**src/inc/ppcm_defines.svh**
```systemverilog
`ifndef PPCM_DEFINES_SVH
`define PPCM_DEFINES_SVH

// port widths
`define PPCM_P3_WIDTH      7
`define PPCM_P5_WIDTH      8
`define PPCM_ALL_WIDTH     15

// plane select codes on the configuration write port
`define PPCM_PLANE_0       2'h0
`define PPCM_PLANE_1       2'h1
`define PPCM_PLANE_2       2'h2

// reset value of each plane bit: 1,0,1 is floating input
`define PPCM_RST_PLANE_2   1'h1
`define PPCM_RST_PLANE_1   1'h0
`define PPCM_RST_PLANE_0   1'h1
`define PPCM_RST_DATA      1'h0

// pull-up presence per port, one bit per pin
`define PPCM_P3_PULLUP     7'h7f
`define PPCM_P5_PULLUP     8'hff

// pins of port 5 that carry an analog input (bits 2 to 7)
`define PPCM_P5_ANALOG     8'hfc

// pins that have an alternate output, in the joined 15-bit order
`define PPCM_ALT_OUT_MASK  15'h443f

// bit positions in the joined vector: port 3 at 0..6, port 5 at 7..14
`define PPCM_B_MOSI        0
`define PPCM_B_MISO        1
`define PPCM_B_SCK         2
`define PPCM_B_SSEL        3
`define PPCM_B_ADC_EXT_TRIGGER       4
`define PPCM_B_IRQ6        5
`define PPCM_B_CAP1        6
`define PPCM_B_CAP2        7
`define PPCM_B_NMI         8
`define PPCM_B_IRQ0        9
`define PPCM_B_WDOG        10
`define PPCM_B_ALTCK       13
`define PPCM_B_MCLKO       14

`endif

```
**src/inc/ppcm_pkg.sv**
```systemverilog
package ppcm_pkg;

	// pin modes as selected by planes 2,1,0
	typedef enum logic [2:0] {
		PPCM_OUT_PP,
		PPCM_OUT_OD,
		PPCM_BIDIR_OD_PU,
		PPCM_BIDIR_OD,
		PPCM_IN_PU,
		PPCM_IN_FLOAT,
		PPCM_ALT_PP,
		PPCM_ALT_OD
	} ppcm_mode_t;

	// planes {2,1,0} to mode; every code is legal
	function automatic ppcm_mode_t ppcm_decode(input logic [2:0] planes);
		ppcm_mode_t m;
		m = PPCM_IN_FLOAT;
		unique case (planes)
			3'h0: m = PPCM_OUT_PP;
			3'h4: m = PPCM_OUT_OD;
			3'h2: m = PPCM_BIDIR_OD_PU;
			3'h6: m = PPCM_BIDIR_OD;
			3'h1: m = PPCM_IN_PU;
			3'h5: m = PPCM_IN_FLOAT;
			3'h3: m = PPCM_ALT_PP;
			3'h7: m = PPCM_ALT_OD;
		endcase
		return m;
	endfunction

endpackage

```
**src/hw/ppcm_bit_cell.sv**
```systemverilog
`timescale 1ns/10ps
`include "ppcm_defines.svh"

// one pin: mode decode, driver, pull-up and input path
module ppcm_bit_cell
	import ppcm_pkg::*;
#(
	parameter bit HAS_PULLUP  = 1'b1,
	parameter bit HAS_ALT_OUT = 1'b0,
	parameter bit IS_ANALOG   = 1'b0
) (
	input  wire logic [2:0] planes,
	input  wire logic       gp_data,
	input  wire logic       alt_data,
	input  wire logic       pin_sync,
	output logic            pin_o,
	output logic            pin_oe,
	output logic            pin_pu,
	output logic            dig_in,
	output logic            ana_sel
);

	ppcm_mode_t mode; // decoded pin mode

	// driver, pull-up and input path from the mode
	always_comb begin
		mode    = ppcm_decode(planes);
		pin_o   = 1'b0;
		pin_oe  = 1'b0;
		pin_pu  = 1'b0;
		ana_sel = 1'b0;
		dig_in  = pin_sync;
		unique case (mode)
			PPCM_OUT_PP: begin
				pin_o  = gp_data;
				pin_oe = 1'b1;
			end
			PPCM_OUT_OD, PPCM_BIDIR_OD: begin
				pin_oe = ~gp_data;
			end
			PPCM_BIDIR_OD_PU: begin
				pin_oe = ~gp_data;
				pin_pu = HAS_PULLUP;
			end
			PPCM_IN_PU: begin
				pin_pu = HAS_PULLUP;
			end
			PPCM_IN_FLOAT: begin
				pin_oe = 1'b0;
			end
			PPCM_ALT_PP: begin
				pin_o  = alt_data;
				pin_oe = HAS_ALT_OUT;
			end
			// analog route and alt open drain, each where the pin has it; pins 10 and 14 get both
			PPCM_ALT_OD: begin
				pin_oe  = HAS_ALT_OUT & ~alt_data;
				ana_sel = IS_ANALOG;
				// cut digital path on analog pin
				if (IS_ANALOG) begin
					dig_in = 1'b0;
				end
			end
		endcase
		// alt output looped to its own input
		if (HAS_ALT_OUT && (mode == PPCM_ALT_PP || mode == PPCM_ALT_OD)) begin
			dig_in = alt_data;
		end
	end

endmodule // ppcm_bit_cell

```
**src/hw/ppcm_port_mux.sv**
```systemverilog
`timescale 1ns/10ps
`include "ppcm_defines.svh"

// What this block does
// - each bit independently input, output, bidir, alt
// - weak pull-up switchable where present
// - per-bit push-pull or open-drain output
// - asynchronous active-low reset of configuration
// - reset gives floating input, driver off
// - alternate output feeds its alternate input
// - digital alternate input sees pin, except alt-output pins in alt mode and analog pins in alt-od
// - analog pin in alt-od drops digital path
// - input is always schmitt, no threshold choice
// - digital alt inputs implicit, analog needs mode
// - alt outputs drive only in alt mode
// - planes 101 or 001 give schmitt input
// - planes 011 give alt push-pull output
// - planes 111 route analog input on port 5 bits 2 to 7
// - spi on port 3 bits 0 to 3
// - timer functions on ports 3 and 5
// - irq 6, irq 0 and adc trigger placement
// - watchdog, alt clock and clock out placement
// - port 3 seven bits, port 5 eight bits
module ppcm_port_mux
	import ppcm_pkg::*;
#(
	parameter int P3W = `PPCM_P3_WIDTH,
	parameter int P5W = `PPCM_P5_WIDTH
) (
	input  wire logic           MCLK,
	input  wire logic           RST_N,
	// configuration and data write port
	input  wire logic           P3_CFG_WR,
	input  wire logic           P5_CFG_WR,
	input  wire logic [1:0]     CFG_PLANE_SEL,
	input  wire logic [7:0]     CFG_WDATA,
	input  wire logic           P3_DATA_WR,
	input  wire logic           P5_DATA_WR,
	input  wire logic [7:0]     DATA_WDATA,
	// readback
	output logic [P3W-1:0]      P3_CFG_PLANE_0,
	output logic [P3W-1:0]      P3_CFG_PLANE_1,
	output logic [P3W-1:0]      P3_CFG_PLANE_2,
	output logic [P5W-1:0]      P5_CFG_PLANE_0,
	output logic [P5W-1:0]      P5_CFG_PLANE_1,
	output logic [P5W-1:0]      P5_CFG_PLANE_2,
	output logic [P3W-1:0]      P3_PIN_STATE,
	output logic [P5W-1:0]      P5_PIN_STATE,
	// package pins
	input  wire logic [P3W-1:0] P3_PIN_I,
	output logic [P3W-1:0]      P3_PIN_O,
	output logic [P3W-1:0]      P3_PIN_OE,
	output logic [P3W-1:0]      P3_WEAK_PULLUP,
	input  wire logic [P5W-1:0] P5_PIN_I,
	output logic [P5W-1:0]      P5_PIN_O,
	output logic [P5W-1:0]      P5_PIN_OE,
	output logic [P5W-1:0]      P5_WEAK_PULLUP,
	// alternate outputs from the peripherals
	input  wire logic           SPI_MOSI_O,
	input  wire logic           SPI_MISO_O,
	input  wire logic           SPI_SCK_O,
	input  wire logic           STD_TIMER_OUT,
	input  wire logic           COMPARE_OUT_2,
	input  wire logic           COMPARE_OUT_1,
	input  wire logic           WATCHDOG_PULSE_OUT,
	input  wire logic           MAIN_CLOCK_OUT,
	// alternate inputs to the peripherals
	output logic                SPI_MOSI_I,
	output logic                SPI_MISO_I,
	output logic                SPI_SCK_I,
	output logic                SPI_SLAVE_SELECT,
	output logic                STD_TIMER_IN,
	output logic                ADC_EXT_TRIGGER,
	output logic                EXT_IRQ_6,
	output logic                CAPTURE_IN_1,
	output logic                CAPTURE_IN_2,
	output logic                WAKE_LINE_3,
	output logic                WAKE_LINE_2,
	output logic                WAKE_LINE_1,
	output logic                WAKE_LINE_0,
	output logic                NMI_IN,
	output logic                EXT_IRQ_0,
	output logic                WATCHDOG_GATE_IN,
	output logic                EXT_TIMER_CLOCK,
	output logic                ALT_CLOCK_SOURCE,
	output logic [5:0]          ANALOG_IN_SEL
);

	localparam int AW = P3W + P5W; // joined pin count

	// configuration planes of each port
	logic [P3W-1:0] p3_plane_0;      // port 3 plane 0
	logic [P3W-1:0] p3_plane_1;      // port 3 plane 1
	logic [P3W-1:0] p3_plane_2;      // port 3 plane 2
	logic [P5W-1:0] p5_plane_0;      // port 5 plane 0
	logic [P5W-1:0] p5_plane_1;      // port 5 plane 1
	logic [P5W-1:0] p5_plane_2;      // port 5 plane 2
	logic [P3W-1:0] next_p3_plane_0; // next values
	logic [P3W-1:0] next_p3_plane_1;
	logic [P3W-1:0] next_p3_plane_2;
	logic [P5W-1:0] next_p5_plane_0;
	logic [P5W-1:0] next_p5_plane_1;
	logic [P5W-1:0] next_p5_plane_2;

	// output data latches
	logic [P3W-1:0] p3_data;         // port 3 output data
	logic [P5W-1:0] p5_data;         // port 5 output data
	logic [P3W-1:0] next_p3_data;
	logic [P5W-1:0] next_p5_data;

	// pin synchronisers, two stages
	logic [AW-1:0]  sync_a;          // first stage, read by sync_b only
	logic [AW-1:0]  sync_b;          // second stage, safe to use
	logic [AW-1:0]  next_sync_a;
	logic [AW-1:0]  next_sync_b;

	// pin state readback
	logic [AW-1:0]  pin_state;
	logic [AW-1:0]  next_pin_state;

	// joined vectors across both ports
	logic [AW-1:0]  all_p0;          // plane 0, all pins
	logic [AW-1:0]  all_p1;          // plane 1, all pins
	logic [AW-1:0]  all_p2;          // plane 2, all pins
	logic [AW-1:0]  all_data;        // gp output data
	logic [AW-1:0]  alt_o;           // alt output per pin
	logic [AW-1:0]  pin_o;           // pin driver value
	logic [AW-1:0]  pin_oe;          // pin driver enable
	logic [AW-1:0]  pin_pu;          // pull-up enable
	logic [AW-1:0]  dig_in;          // digital input path
	logic [AW-1:0]  ana_sel;         // analog route per pin
	logic [AW-1:0]  all_pin_i;       // raw pins, joined

	// planes are written one plane at a time
	always_comb begin
		next_p3_plane_0 = p3_plane_0;
		next_p3_plane_1 = p3_plane_1;
		next_p3_plane_2 = p3_plane_2;
		next_p5_plane_0 = p5_plane_0;
		next_p5_plane_1 = p5_plane_1;
		next_p5_plane_2 = p5_plane_2;
		if (P3_CFG_WR) begin
			unique case (CFG_PLANE_SEL)
				`PPCM_PLANE_0: next_p3_plane_0 = CFG_WDATA[P3W-1:0];
				`PPCM_PLANE_1: next_p3_plane_1 = CFG_WDATA[P3W-1:0];
				`PPCM_PLANE_2: next_p3_plane_2 = CFG_WDATA[P3W-1:0];
				// code 3 selects no plane; write dropped
				default: ;
			endcase
		end
		if (P5_CFG_WR) begin
			unique case (CFG_PLANE_SEL)
				`PPCM_PLANE_0: next_p5_plane_0 = CFG_WDATA[P5W-1:0];
				`PPCM_PLANE_1: next_p5_plane_1 = CFG_WDATA[P5W-1:0];
				`PPCM_PLANE_2: next_p5_plane_2 = CFG_WDATA[P5W-1:0];
				default: ;
			endcase
		end
	end

	// planes register; reset does not wait for a clock
	// asynchronous reset of config
	always_ff @(posedge MCLK or negedge RST_N) begin
		if (!RST_N) begin
			p3_plane_0 <= {P3W{`PPCM_RST_PLANE_0}};
			p3_plane_1 <= {P3W{`PPCM_RST_PLANE_1}};
			p3_plane_2 <= {P3W{`PPCM_RST_PLANE_2}};
			p5_plane_0 <= {P5W{`PPCM_RST_PLANE_0}};
			p5_plane_1 <= {P5W{`PPCM_RST_PLANE_1}};
			p5_plane_2 <= {P5W{`PPCM_RST_PLANE_2}};
		end else begin
			p3_plane_0 <= next_p3_plane_0;
			p3_plane_1 <= next_p3_plane_1;
			p3_plane_2 <= next_p3_plane_2;
			p5_plane_0 <= next_p5_plane_0;
			p5_plane_1 <= next_p5_plane_1;
			p5_plane_2 <= next_p5_plane_2;
		end
	end

	// output data latches, written whole
	always_comb begin
		next_p3_data = p3_data;
		next_p5_data = p5_data;
		if (P3_DATA_WR) begin
			next_p3_data = DATA_WDATA[P3W-1:0];
		end
		if (P5_DATA_WR) begin
			next_p5_data = DATA_WDATA[P5W-1:0];
		end
	end

	// data register; value is unused until a bit is an output
	always_ff @(posedge MCLK or negedge RST_N) begin
		if (!RST_N) begin
			p3_data <= {P3W{`PPCM_RST_DATA}};
			p5_data <= {P5W{`PPCM_RST_DATA}};
		end else begin
			p3_data <= next_p3_data;
			p5_data <= next_p5_data;
		end
	end

	// pins are asynchronous to MCLK: two flops before use
	always_comb begin
		all_pin_i      = {P5_PIN_I, P3_PIN_I};
		next_sync_a    = all_pin_i;
		next_sync_b    = sync_a;
		next_pin_state = dig_in;
	end

	// synchroniser and readback registers
	always_ff @(posedge MCLK or negedge RST_N) begin
		if (!RST_N) begin
			sync_a    <= '0;
			sync_b    <= '0;
			pin_state <= '0;
		end else begin
			sync_a    <= next_sync_a;
			sync_b    <= next_sync_b;
			pin_state <= next_pin_state;
		end
	end

	// join both ports into one pin vector
	always_comb begin
		all_p0   = {p5_plane_0, p3_plane_0};
		all_p1   = {p5_plane_1, p3_plane_1};
		all_p2   = {p5_plane_2, p3_plane_2};
		all_data = {p5_data, p3_data};
		alt_o    = '0;
		alt_o[`PPCM_B_MOSI] = SPI_MOSI_O;
		alt_o[`PPCM_B_MISO] = SPI_MISO_O;
		alt_o[`PPCM_B_SCK]  = SPI_SCK_O;
		alt_o[`PPCM_B_SSEL]  = STD_TIMER_OUT;
		alt_o[`PPCM_B_ADC_EXT_TRIGGER] = COMPARE_OUT_2;
		alt_o[`PPCM_B_IRQ6]  = COMPARE_OUT_1;
		alt_o[`PPCM_B_WDOG]  = WATCHDOG_PULSE_OUT;
		alt_o[`PPCM_B_MCLKO] = MAIN_CLOCK_OUT;
	end

	// one cell per pin; the same cell serves both ports
	// independent per-bit configuration
	for (genvar i = 0; i < AW; i++) begin : g_pin
		localparam logic [AW-1:0] PU_MASK =
			{`PPCM_P5_PULLUP, `PPCM_P3_PULLUP};
		localparam logic [AW-1:0] AN_MASK =
			{`PPCM_P5_ANALOG, {P3W{1'b0}}};
		localparam logic [AW-1:0] AO_MASK = `PPCM_ALT_OUT_MASK;
		ppcm_bit_cell #(
			.HAS_PULLUP  (PU_MASK[i]),
			.HAS_ALT_OUT (AO_MASK[i]),
			.IS_ANALOG   (AN_MASK[i])
		) u_cell (
			.planes   ({all_p2[i], all_p1[i], all_p0[i]}),
			.gp_data  (all_data[i]),
			.alt_data (alt_o[i]),
			.pin_sync (sync_b[i]),
			.pin_o    (pin_o[i]),
			.pin_oe   (pin_oe[i]),
			.pin_pu   (pin_pu[i]),
			.dig_in   (dig_in[i]),
			.ana_sel  (ana_sel[i])
		);
	end

	// pins and readback split back into ports
	// drivers come only from decoded modes
	always_comb begin
		P3_PIN_O       = pin_o[P3W-1:0];
		P3_PIN_OE      = pin_oe[P3W-1:0];
		P3_WEAK_PULLUP = pin_pu[P3W-1:0];
		P5_PIN_O       = pin_o[AW-1:P3W];
		P5_PIN_OE      = pin_oe[AW-1:P3W];
		P5_WEAK_PULLUP = pin_pu[AW-1:P3W];
		P3_PIN_STATE   = pin_state[P3W-1:0];
		P5_PIN_STATE   = pin_state[AW-1:P3W];
		P3_CFG_PLANE_0 = p3_plane_0;
		P3_CFG_PLANE_1 = p3_plane_1;
		P3_CFG_PLANE_2 = p3_plane_2;
		P5_CFG_PLANE_0 = p5_plane_0;
		P5_CFG_PLANE_1 = p5_plane_1;
		P5_CFG_PLANE_2 = p5_plane_2;
	end

	// peripheral inputs: always wired, peripheral enable decides
	// use; no threshold select exists, schmitt only
	// digital alt inputs always connected
	always_comb begin
		SPI_MOSI_I       = dig_in[`PPCM_B_MOSI];
		SPI_MISO_I       = dig_in[`PPCM_B_MISO];
		SPI_SCK_I        = dig_in[`PPCM_B_SCK];
		SPI_SLAVE_SELECT = dig_in[`PPCM_B_SSEL];
		STD_TIMER_IN     = dig_in[`PPCM_B_SCK];
		CAPTURE_IN_1     = dig_in[`PPCM_B_CAP1];
		CAPTURE_IN_2     = dig_in[`PPCM_B_CAP2];
		EXT_TIMER_CLOCK  = dig_in[`PPCM_B_WDOG];
		WAKE_LINE_3      = dig_in[`PPCM_B_MISO];
		WAKE_LINE_2      = dig_in[`PPCM_B_CAP1];
		WAKE_LINE_1      = dig_in[`PPCM_B_CAP2];
		WAKE_LINE_0      = dig_in[`PPCM_B_NMI];
		NMI_IN           = dig_in[`PPCM_B_NMI];
		EXT_IRQ_6        = dig_in[`PPCM_B_IRQ6];
		EXT_IRQ_0        = dig_in[`PPCM_B_IRQ0];
		ADC_EXT_TRIGGER  = dig_in[`PPCM_B_ADC_EXT_TRIGGER];
		WATCHDOG_GATE_IN = dig_in[`PPCM_B_IRQ0];
		ALT_CLOCK_SOURCE = dig_in[`PPCM_B_ALTCK];
		// analog 2..7 from port 5 bits 2..7
		ANALOG_IN_SEL    = ana_sel[AW-1:P3W+2];
	end

endmodule // ppcm_port_mux

```
**config.mk**
```make
export PLATFORM = sky130hd
export DESIGN_NAME = ppcm_port_mux
export DESIGN_NICKNAME = d
export VERILOG_FILES = /design/src/inc/ppcm_pkg.sv /design/src/hw/ppcm_bit_cell.sv /design/src/hw/ppcm_port_mux.sv
export VERILOG_INCLUDE_DIRS = /design/src /design/src/inc
export SDC_FILE = /design/constraint.sdc
export NUM_CORES = 1
export LEC_CHECK = 0
export BUFFER_PORTS_ARGS = -buffer_cell sky130_fd_sc_hd__clkbuf_2
export CAP_MARGIN = 20
export CORE_MARGIN = 4
export CORE_UTILIZATION = 47
export CTS_BUF_LIST = sky130_fd_sc_hd__clkbuf_2
export DETAILED_ROUTE_END_ITERATION = 6
export GPL_ROUTABILITY_DRIVEN = 0
export PLACE_DENSITY = 0.77
export SYNTH_ARGS = -nofsm -noshare
export SYNTH_HDL_FRONTEND = slang
export SYNTH_HIERARCHICAL = 1
export SYNTH_SLANG_ARGS = --single-unit
export TNS_END_PERCENT = 100
```
**constraint.sdc**
```tcl
create_clock -name MCLK -period 1.3 [get_ports MCLK]
set_input_delay 0.26 -clock MCLK [delete_from_list [all_inputs] [get_ports MCLK]]
set_output_delay 0.26 -clock MCLK [all_outputs]
set_load 0.02 [all_outputs]
```
Word level (Yosys, flattened, before mapping) --
Memory sizes are Yosys's and may differ from the RTL's. Cells that the tools add are included.
Word-level totals: bits in read-only memories 360, output and inout bits 129, flip-flop bits (word level) 105, input bits 47, memories 15
Memory list:
- (name not given) | words 8, bits a word 3, read ports 1, clocked after Yosys merged registers in 0, write ports 0, RTL line ppcm_pkg.sv:19 | unique case (planes)
- (name not given) | words 8, bits a word 3, read ports 1, clocked after Yosys merged registers in 0, write ports 0, RTL line ppcm_pkg.sv:19
- (name not given) | words 8, bits a word 3, read ports 1, clocked after Yosys merged registers in 0, write ports 0, RTL line ppcm_pkg.sv:19
- (name not given) | words 8, bits a word 3, read ports 1, clocked after Yosys merged registers in 0, write ports 0, RTL line ppcm_pkg.sv:19
- (name not given) | words 8, bits a word 3, read ports 1, clocked after Yosys merged registers in 0, write ports 0, RTL line ppcm_pkg.sv:19
- (name not given) | words 8, bits a word 3, read ports 1, clocked after Yosys merged registers in 0, write ports 0, RTL line ppcm_pkg.sv:19
- +9 memories
Cells by class: reduce and logical (&&, ||, !) cells 68, bitwise logic cells 23, mux-type cells 65, equal/unequal tests 82
Operators with widths (count):
- $eq A3 B3 Y1 const B | 35
- $eq A3 B2 Y1 const B | 30
- $reduce_or A2 Y1 | 23
- $eq A3 B1 Y1 const B | 15
- $logic_not A3 Y1 | 15
- $reduce_or A3 Y1 | 15
- $mux W1 | 42
- $pmux W1 S2 | 15
- $pmux W1 S3 | 8
- $not A1 Y1 | 23
- $reduce_and A2 Y1 | 6
- $logic_or A1 B1 Y1 | 8
- $eq A2 B1 Y1 const B | 1
- $eq A2 B2 Y1 const B | 1
- $logic_not A2 Y1 | 1

Depth between registers and ports, before layout --
Gate-level depths: netlist of run 1. An unclocked memory read counts as a cell.
word-level depth 4, gate-level depth with buffers 3, gate-level depth less buffers 2

By module --
The synthesis of run 1 kept the hierarchy.
By module, submodules not included:
- ppcm_port_mux | times used 1, cells an instance 188, area each 3539.6 um2
- ppcm_bit_cell at g_pin[0].u_cell ... | times used 6, cells an instance 11, area each 75.1 um2
- ppcm_bit_cell at g_pin[11].u_cell ... | times used 4, cells an instance 9, area each 56.3 um2
- ppcm_bit_cell at g_pin[6].u_cell ... | times used 3, cells an instance 10, area each 61.3 um2
- ppcm_bit_cell at g_pin[10].u_cell ... | times used 2, cells an instance 10, area each 71.3 um2

Worst setup path before layout of run 1 --
Ideal clock, no wire load.
path type reg-to-output, from reg p5_plane_1[2], in the netlist P5_CFG_PLANE_1[2], to out WATCHDOG_GATE_IN, path slack -0.305 ns, path buffers 1, arrival 1.345 ns, stages on the path, launching flop included 4, cell sequence dfrtp_1 -> and3_2 -> nor2b_1 -> buf_4
Between the ends: cells in the longest elaborated chain, start to end 3
RTL lines:
- start: declaration | RTL line ppcm_port_mux.sv:96 | logic [P5W-1:0] p5_plane_1;
- start signal: assignment | RTL line ppcm_port_mux.sv:169 | p5_plane_1 <= {P5W{`PPCM_RST_PLANE_1}};
- start signal: assignment | RTL line ppcm_port_mux.sv:176 | p5_plane_1 <= next_p5_plane_1;
- $mem_v2 Z8 W3
- $eq A3 B3 Y1 | RTL line ppcm_bit_cell.sv:33 | unique case (mode)
- $mux W1 | RTL line ppcm_bit_cell.sv:33
- end: declaration | RTL line ppcm_port_mux.sv:83 | output logic WATCHDOG_GATE_IN,
Every way passes these cells.

Worst setup path in the final report of run 1 --
from reg p3_plane_0[2], in the netlist P3_CFG_PLANE_0[2], to out P3_WEAK_PULLUP[2]
Between the ends: cells in the longest elaborated chain, start to end 4
RTL lines:
- start: declaration | RTL line ppcm_port_mux.sv:92 | logic [P3W-1:0] p3_plane_0;
- start signal: assignment | RTL line ppcm_port_mux.sv:165 | p3_plane_0 <= {P3W{`PPCM_RST_PLANE_0}};
- start signal: assignment | RTL line ppcm_port_mux.sv:172 | p3_plane_0 <= next_p3_plane_0;
- $mem_v2 Z8 W3 (*)
- $eq A3 B2 Y1 / $eq A3 B3 Y1 (equally long branches) | RTL line ppcm_bit_cell.sv:33
- $reduce_or A2 Y1 (no source line) (*)
- $mux W1 (*) | RTL line ppcm_bit_cell.sv:33
- end: declaration | RTL line ppcm_port_mux.sv:53 | output logic [P3W-1:0] P3_WEAK_PULLUP,
Mark *: on every way between the ends. The rest lies on a longest branch, timed or not.

==> flow_metrics.py, run 1 <==
metrics = {
    "cts": {
        "cts_tree": "built",
        "h-tree-depth": 3,
        "root_buffer": "clkbuf_2",
        "clockBufferDepth": 2,
        "cts.hold.buffers_added": 32,
        "cts_made_buffers": 9,
        "cts_num_sinks": 105,
        "insertion_delay_ns": 0.63,
        "path_clk_slew_ns": 0.34,
    },
    "floorplan": {
        "ios": 176,
        "fp.dieW_um": 105,
        "initial_core_util_pct": 48.1,
        "core_sq_um": 9240,
        "dieArea_sq_um": 11100,
        "die_h_um": 105,
        "core.rowCount": 35,
    },
    "grt": {
        "gr-usage-met2_pct": 59.8,
        "grt_overflow_total": 0,
        "grt_antenna_before_repair": 1,
        "grt_pass1_vias": 4678,
        "grt_use_met3_pct": 4.14,
        "busiest_layer": "met2",
        "grt_util_met1_pct": 31.3,
        "grt_max_degree": 39,
        "grt_pass1_wl_mm": 25.7,
        "grt_usage_pct": 30.2,
    },
    "logic_synthesis": {
        "syn_area_sq_um": 4440,
        "synth.avg_cell_area_sq_um": 13.8,
        "syn_inst": 322,
        "synth_warnings": 6,
    },
    "status": {
        "violations": "hold timing, setup timing",
        "status": "finished with violations",
    },
    "timing": {
        "max_freq_mhz": 457,
        "setup_viol": 130,
        "slew_viol_final": 0,
        "fin_ws_ns": -0.888,
        "holdWs_ns": -0.117,
        "rsz0062_at_grt": "yes",
        "clock_skew_ns": 0.0296,
        "hold_viol_final": 5,
        "post-route-period-util_pct": 168,
        "finalCriticalPeriod_ns": 2.19,
    },
    "cells_and_area": {
        "final_common_cell": "buf_6",
        "drive_gt1_share_pct": 78.5,
        "layout_common_cells": "88 x buf_6, 80 x buf_4, 78 x buf_8",
        "areaGrowthSynthToFinish_pct": 97.2,
        "nNetsFinal": 702,
    },
    "routing": {
        "drtAntennaViolNets": 0,
        "wire_per_inst_um": 26.3,
        "drc": 0,
        "dr.pass1.iters": 4,
        "drt-total-wl_mm": 20.8,
        "drt_iter0_drc": 209,
        "routed_via_density": 5.60,
        "num_vias": 4422,
    },
    "worst_hold_path": {
        "hold_class": "input pin to flop",
    },
    "worst_setup_path": {
        "rrSetupSlack_ns": -0.01,
        "start_kind": "flop",
        "crit_arrival_ns": 1.93,
        "worstSetupEndpointType": "output pin",
        "crit_required_ns": 1.04,
        "cp_max_fo": 6,
        "critPathKind": "flop to output pin",
    },
    "placement": {
        "io_buffer_count": 175,
        "preCtsSetupSlack_ns": -0.146,
        "dp_hpwl_mm": 8.76,
    },
    "pwr": {
        "p_leak_uw": 0.00393,
        "power.density_nw_per_um2": 1490,
        "ir_worst_vdd_v": 0.00112,
    },
    "run": {
        "maxCapViolCount": 0,
    },
}
registers in the layout, indices dropped and copies added (netlist names):
register        cells
pin_state          15
P5_CFG_PLANE_2      8
P3_CFG_PLANE_0      7
next_sync_b        15
p5_data             8
P5_CFG_PLANE_1      8
p3_data             7
P5_CFG_PLANE_0      8
sync_b             15
P3_CFG_PLANE_1      7
P3_CFG_PLANE_2      7
layer usage:
metal / vias up / wire length [um]
met5: - / 0
met3: 111 / 1310
met1: 2225 / 6760
li1: 1797 / -
met2: 289 / 11200
met4: 0 / 1530
what timing repair did:
item | in CTS | in global routing
hold endpoints to repair | 168 | 5
resized for setup | 267 | 217
endpoints found under the setup margin | 129 | 129
pin swaps | 36 | 30
setup buffers | 36 | 26
critical path, stage by stage, from the launching register on:
cell	delay, ns
dfstp_2	0.73
xor2_2	0.25
nor2b_4	0.20
buf_8	0.11
worst paths after layout:
kind                       cells after the start              start                 to
setup reg to reg                               5  P3_CFG_PLANE_0[3]       pin_state[3]
hold reg to reg                                0     next_sync_b[5]          sync_b[5]
hold / removal                                 3          SPI_SCK_O       pin_state[2]
min in group asynchronous                      2              RST_N         p3_data[5]
setup / recovery                               3  P3_CFG_PLANE_0[2]  P3_WEAK_PULLUP[2]
max in group asynchronous                      3              RST_N  P5_CFG_PLANE_2[2]
cell type report:
class / count / area (sq um)
diodes: 1 / 2.50
clock buffers: 9 / 45.0
clock inverters: 7 / 70.1
fillers: 220 / 482
multi-input cells: 204 / 2290
flip-flops and latches: 105 / 2680
well taps: 129 / 161
repair buffers: 335 / 3500
metrics by stage:
| step | cells | cell area [sq um] | total power [uW] | TNS [ns] | util, % |
|---|---|---|---|---|---|
| 3_5_place_dp | 684 | 6300 | 8350 | -2.47 | 68.2 |
| 4_1_cts | 768 | 8130 | 11500 | -65.08 | 87.9 |
| 3_3_place_gp | 684 | 6300 | 8210 | -0.978 | 68.2 |
| 5_1_grt | 790 | 8760 | 13500 | -79.67 | 94.8 |
| 6_report | 790 | 8760 | 13100 | -72.55 | 94.8 |
| 2_1_floorplan | 328 | 4820 | 6740 | -1.42 | - |
where the power goes:
group          internal [uW]  total [uW]  leakage (uW)  switching, uW
sequential              3860        4420       0.00118            563
clock                    319        1640     0.0000686           1320
combinational           3820        7020       0.00268           3200
(Power assumes the default switching activity.)
==> inputs of run 2 (changes only) <==
==> constraint.sdc (replaced) <==
create_clock -name MCLK -period 1.3 [get_ports MCLK]
set_input_delay 0.26 -clock MCLK [delete_from_list [all_inputs] [get_ports MCLK]]
set_output_delay 0.26 -clock MCLK [all_outputs]
set_load 0.01 [all_outputs]
==> run 2 against run 1 <==
The run still ends with hold timing, setup timing left. Utilization is 10 points lower. Final cell count is 1.6% lower. Total power fell by 15%. First-iteration DRC count down 30%. Critical path type unchanged. Sequential power decreased by 2%. Via count is 10% lower. Clock power is 18% higher. Worst hold slack gained 0.051 ns. Clock skew grew 0.010 ns. Final area shrank 11%. Flip-flop and latch count unchanged. Critical path depth up 1.
==> flow_metrics.py, run 2 (synthesis results as in run 1) <==
metrics = {
    "status": {
        "status": "finished with violations",
        "violations": "hold timing, setup timing",
    },
    "grt": {
        "grt_overflow_total": 0,
        "grt_pass1_wl_mm": 21.3,
        "grt_max_degree": 31,
        "grt_use_met3_pct": 4.88,
        "grt_pass1_vias": 4096,
        "busiest_layer": "met2",
        "grt_antenna_before_repair": 0,
        "grt_usage_pct": 24.3,
        "grt_util_met1_pct": 29.0,
        "gr-usage-met2_pct": 44.4,
    },
    "worst_setup_path": {
        "crit_required_ns": 1.04,
        "max_stage_delay_ns": 0.52,
        "cp_max_fo": 3,
        "critPathKind": "flop to output pin",
        "start_kind": "flop",
        "cp_num_buf_inv": 2,
        "critPathTopFamily": "flip-flops",
        "crit_arrival_ns": 1.78,
        "worstSetupEndpointType": "output pin",
        "cp_slowest_cell": "dfrtp_1",
        "cp_cell_sequence": "buf_6 -> xor2_2 -> nor2b_1 -> buf_2",
    },
    "cells_and_area": {
        "fin_area_sq_um": 7810,
        "nNetsFinal": 690,
        "final_common_cell": "buf_6",
        "drive_gt1_share_pct": 74.1,
        "layoutNonFillerInstCount": 777,
        "areaGrowthSynthToFinish_pct": 75.8,
        "fin_util_pct": 84.5,
        "num_antenna_cells": 0,
        "layout_common_cells": "116 x buf_6, 76 x clkbuf_2, 73 x dfrtp_1",
    },
    "cts": {
        "clockBufferDepth": 2,
        "cts_tree": "built",
        "root_buffer": "clkbuf_2",
        "h-tree-depth": 3,
        "path_clk_slew_ns": 0.31,
        "cts_num_sinks": 105,
        "insertion_delay_ns": 0.57,
        "cts.hold.buffers_added": 32,
        "cts_made_buffers": 9,
    },
    "placement": {
        "dp_hpwl_mm": 8.55,
        "post_dp_cell_area_sq_um": 5860,
        "io_buffer_count": 175,
        "dp.cells": 670,
    },
    "floorplan": {
        "ios": 176,
        "die_h_um": 105,
        "fp.dieW_um": 105,
        "core_sq_um": 9240,
        "dieArea_sq_um": 11100,
        "core.rowCount": 35,
        "initial_core_util_pct": 48.1,
    },
    "timing": {
        "max_freq_mhz": 491,
        "hold_viol_final": 4,
        "setup_viol": 129,
        "fin_ws_ns": -0.737,
        "post-route-period-util_pct": 157,
        "rsz0062_at_grt": "yes",
        "holdWs_ns": -0.0658,
        "finalCriticalPeriod_ns": 2.04,
        "clock_skew_ns": 0.0397,
        "slew_viol_final": 0,
    },
    "routing": {
        "wire_per_inst_um": 20.3,
        "dr.pass1.iters": 4,
        "drtAntennaViolNets": 0,
        "drc": 0,
        "num_vias": 3972,
        "drt_iter0_drc": 146,
        "drt-total-wl_mm": 15.7,
        "routed_via_density": 5.11,
    },
    "run": {
        "maxCapViolCount": 0,
    },
    "pwr": {
        "total_power_uw": 11100,
        "p_leak_uw": 0.00366,
        "ir_worst_vdd_v": 0.000858,
        "power.density_nw_per_um2": 1420,
    },
    "worst_hold_path": {
        "hold_class": "input pin to flop",
    },
}
## run 2: cell types whose count changed in the layout (fill, tap and decap cells not counted), moves of 13 or more
cell      previous run  this run
buf_8               78         7
buf_2                0        44
buf_6               88       116
buf_4               80        55
clkbuf_2            55        76
a21oi_4             15         0
a21oi_2              0        14
dfrtp_1             60        73
dfrtp_2             15         2
## run 2: what timing repair did
action	CTS	global route
buffers inserted	40	25
pin swaps	55	35
gates resized for setup	85	229
setup endpoints to repair	129	129
cloned	0	0
hold endpoints to repair	148	4
## run 2: path summary, 6_finish.rpt
check,from,to,slack [ns],depth (start not counted)
worst max-delay path,P3_CFG_PLANE_1[3],P3_WEAK_PULLUP[3],-0.74,4
worst min-delay path,COMPARE_OUT_1,pin_state[5],-0.07,3
worst max register to register,P3_CFG_PLANE_0[1],pin_state[1],0.04,4
worst min register to register,next_sync_b[5],sync_b[5],0.39,0
max in group asynchronous,RST_N,P3_CFG_PLANE_0[1],0.54,3
min in group asynchronous,RST_N,pin_state[10],0.08,2
## run 2: layer usage
| layer | share of wire, % | up-vias |
|---|---|---|
| li1 | - | 1758 |
| met1 | 37 | 2002 |
| met2 | 55 | 179 |
| met3 | 6.3 | 33 |
| met4 | 2.5 | 0 |
| met5 | 0 | - |
## run 2: power breakdown
part / switching (uW) / total (uW) / internal, uW
clock: 1100 / 1930 / 830
combinational: 2040 / 4850 / 2810
sequential: 496 / 4330 / 3840
## run 2: area by class of cell
| class | instances | area (sq um) |
|---|---|---|
| fill | 448 | 1430 |
| tap | 129 | 161 |
| clock buffer | 10 | 50.0 |
| sequential | 105 | 2670 |
| timing repair buffer | 323 | 2750 |
| clock inverter | 6 | 108 |
| multi-input combinational | 204 | 2070 |
## run 2: worst reg2reg max path: cells and delay by family (launching register included)
kind                   cells  cell delay [ns]
DFF                        1             0.71
buffers and inverters      2             0.25
AOI/OAI and AO/OA          1             0.18
and+or+nand+nor            1             0.06
## run 2: metrics by stage
step                      setup slack (ns)  setup TNS [ns]
final                               -0.737          -54.69
after global routing                -0.847          -65.69
after CTS                           -0.690          -55.63
after detailed placement           -0.0737          -0.902
after global placement             -0.0287          -0.213
after floorplan                  0.0000860               0
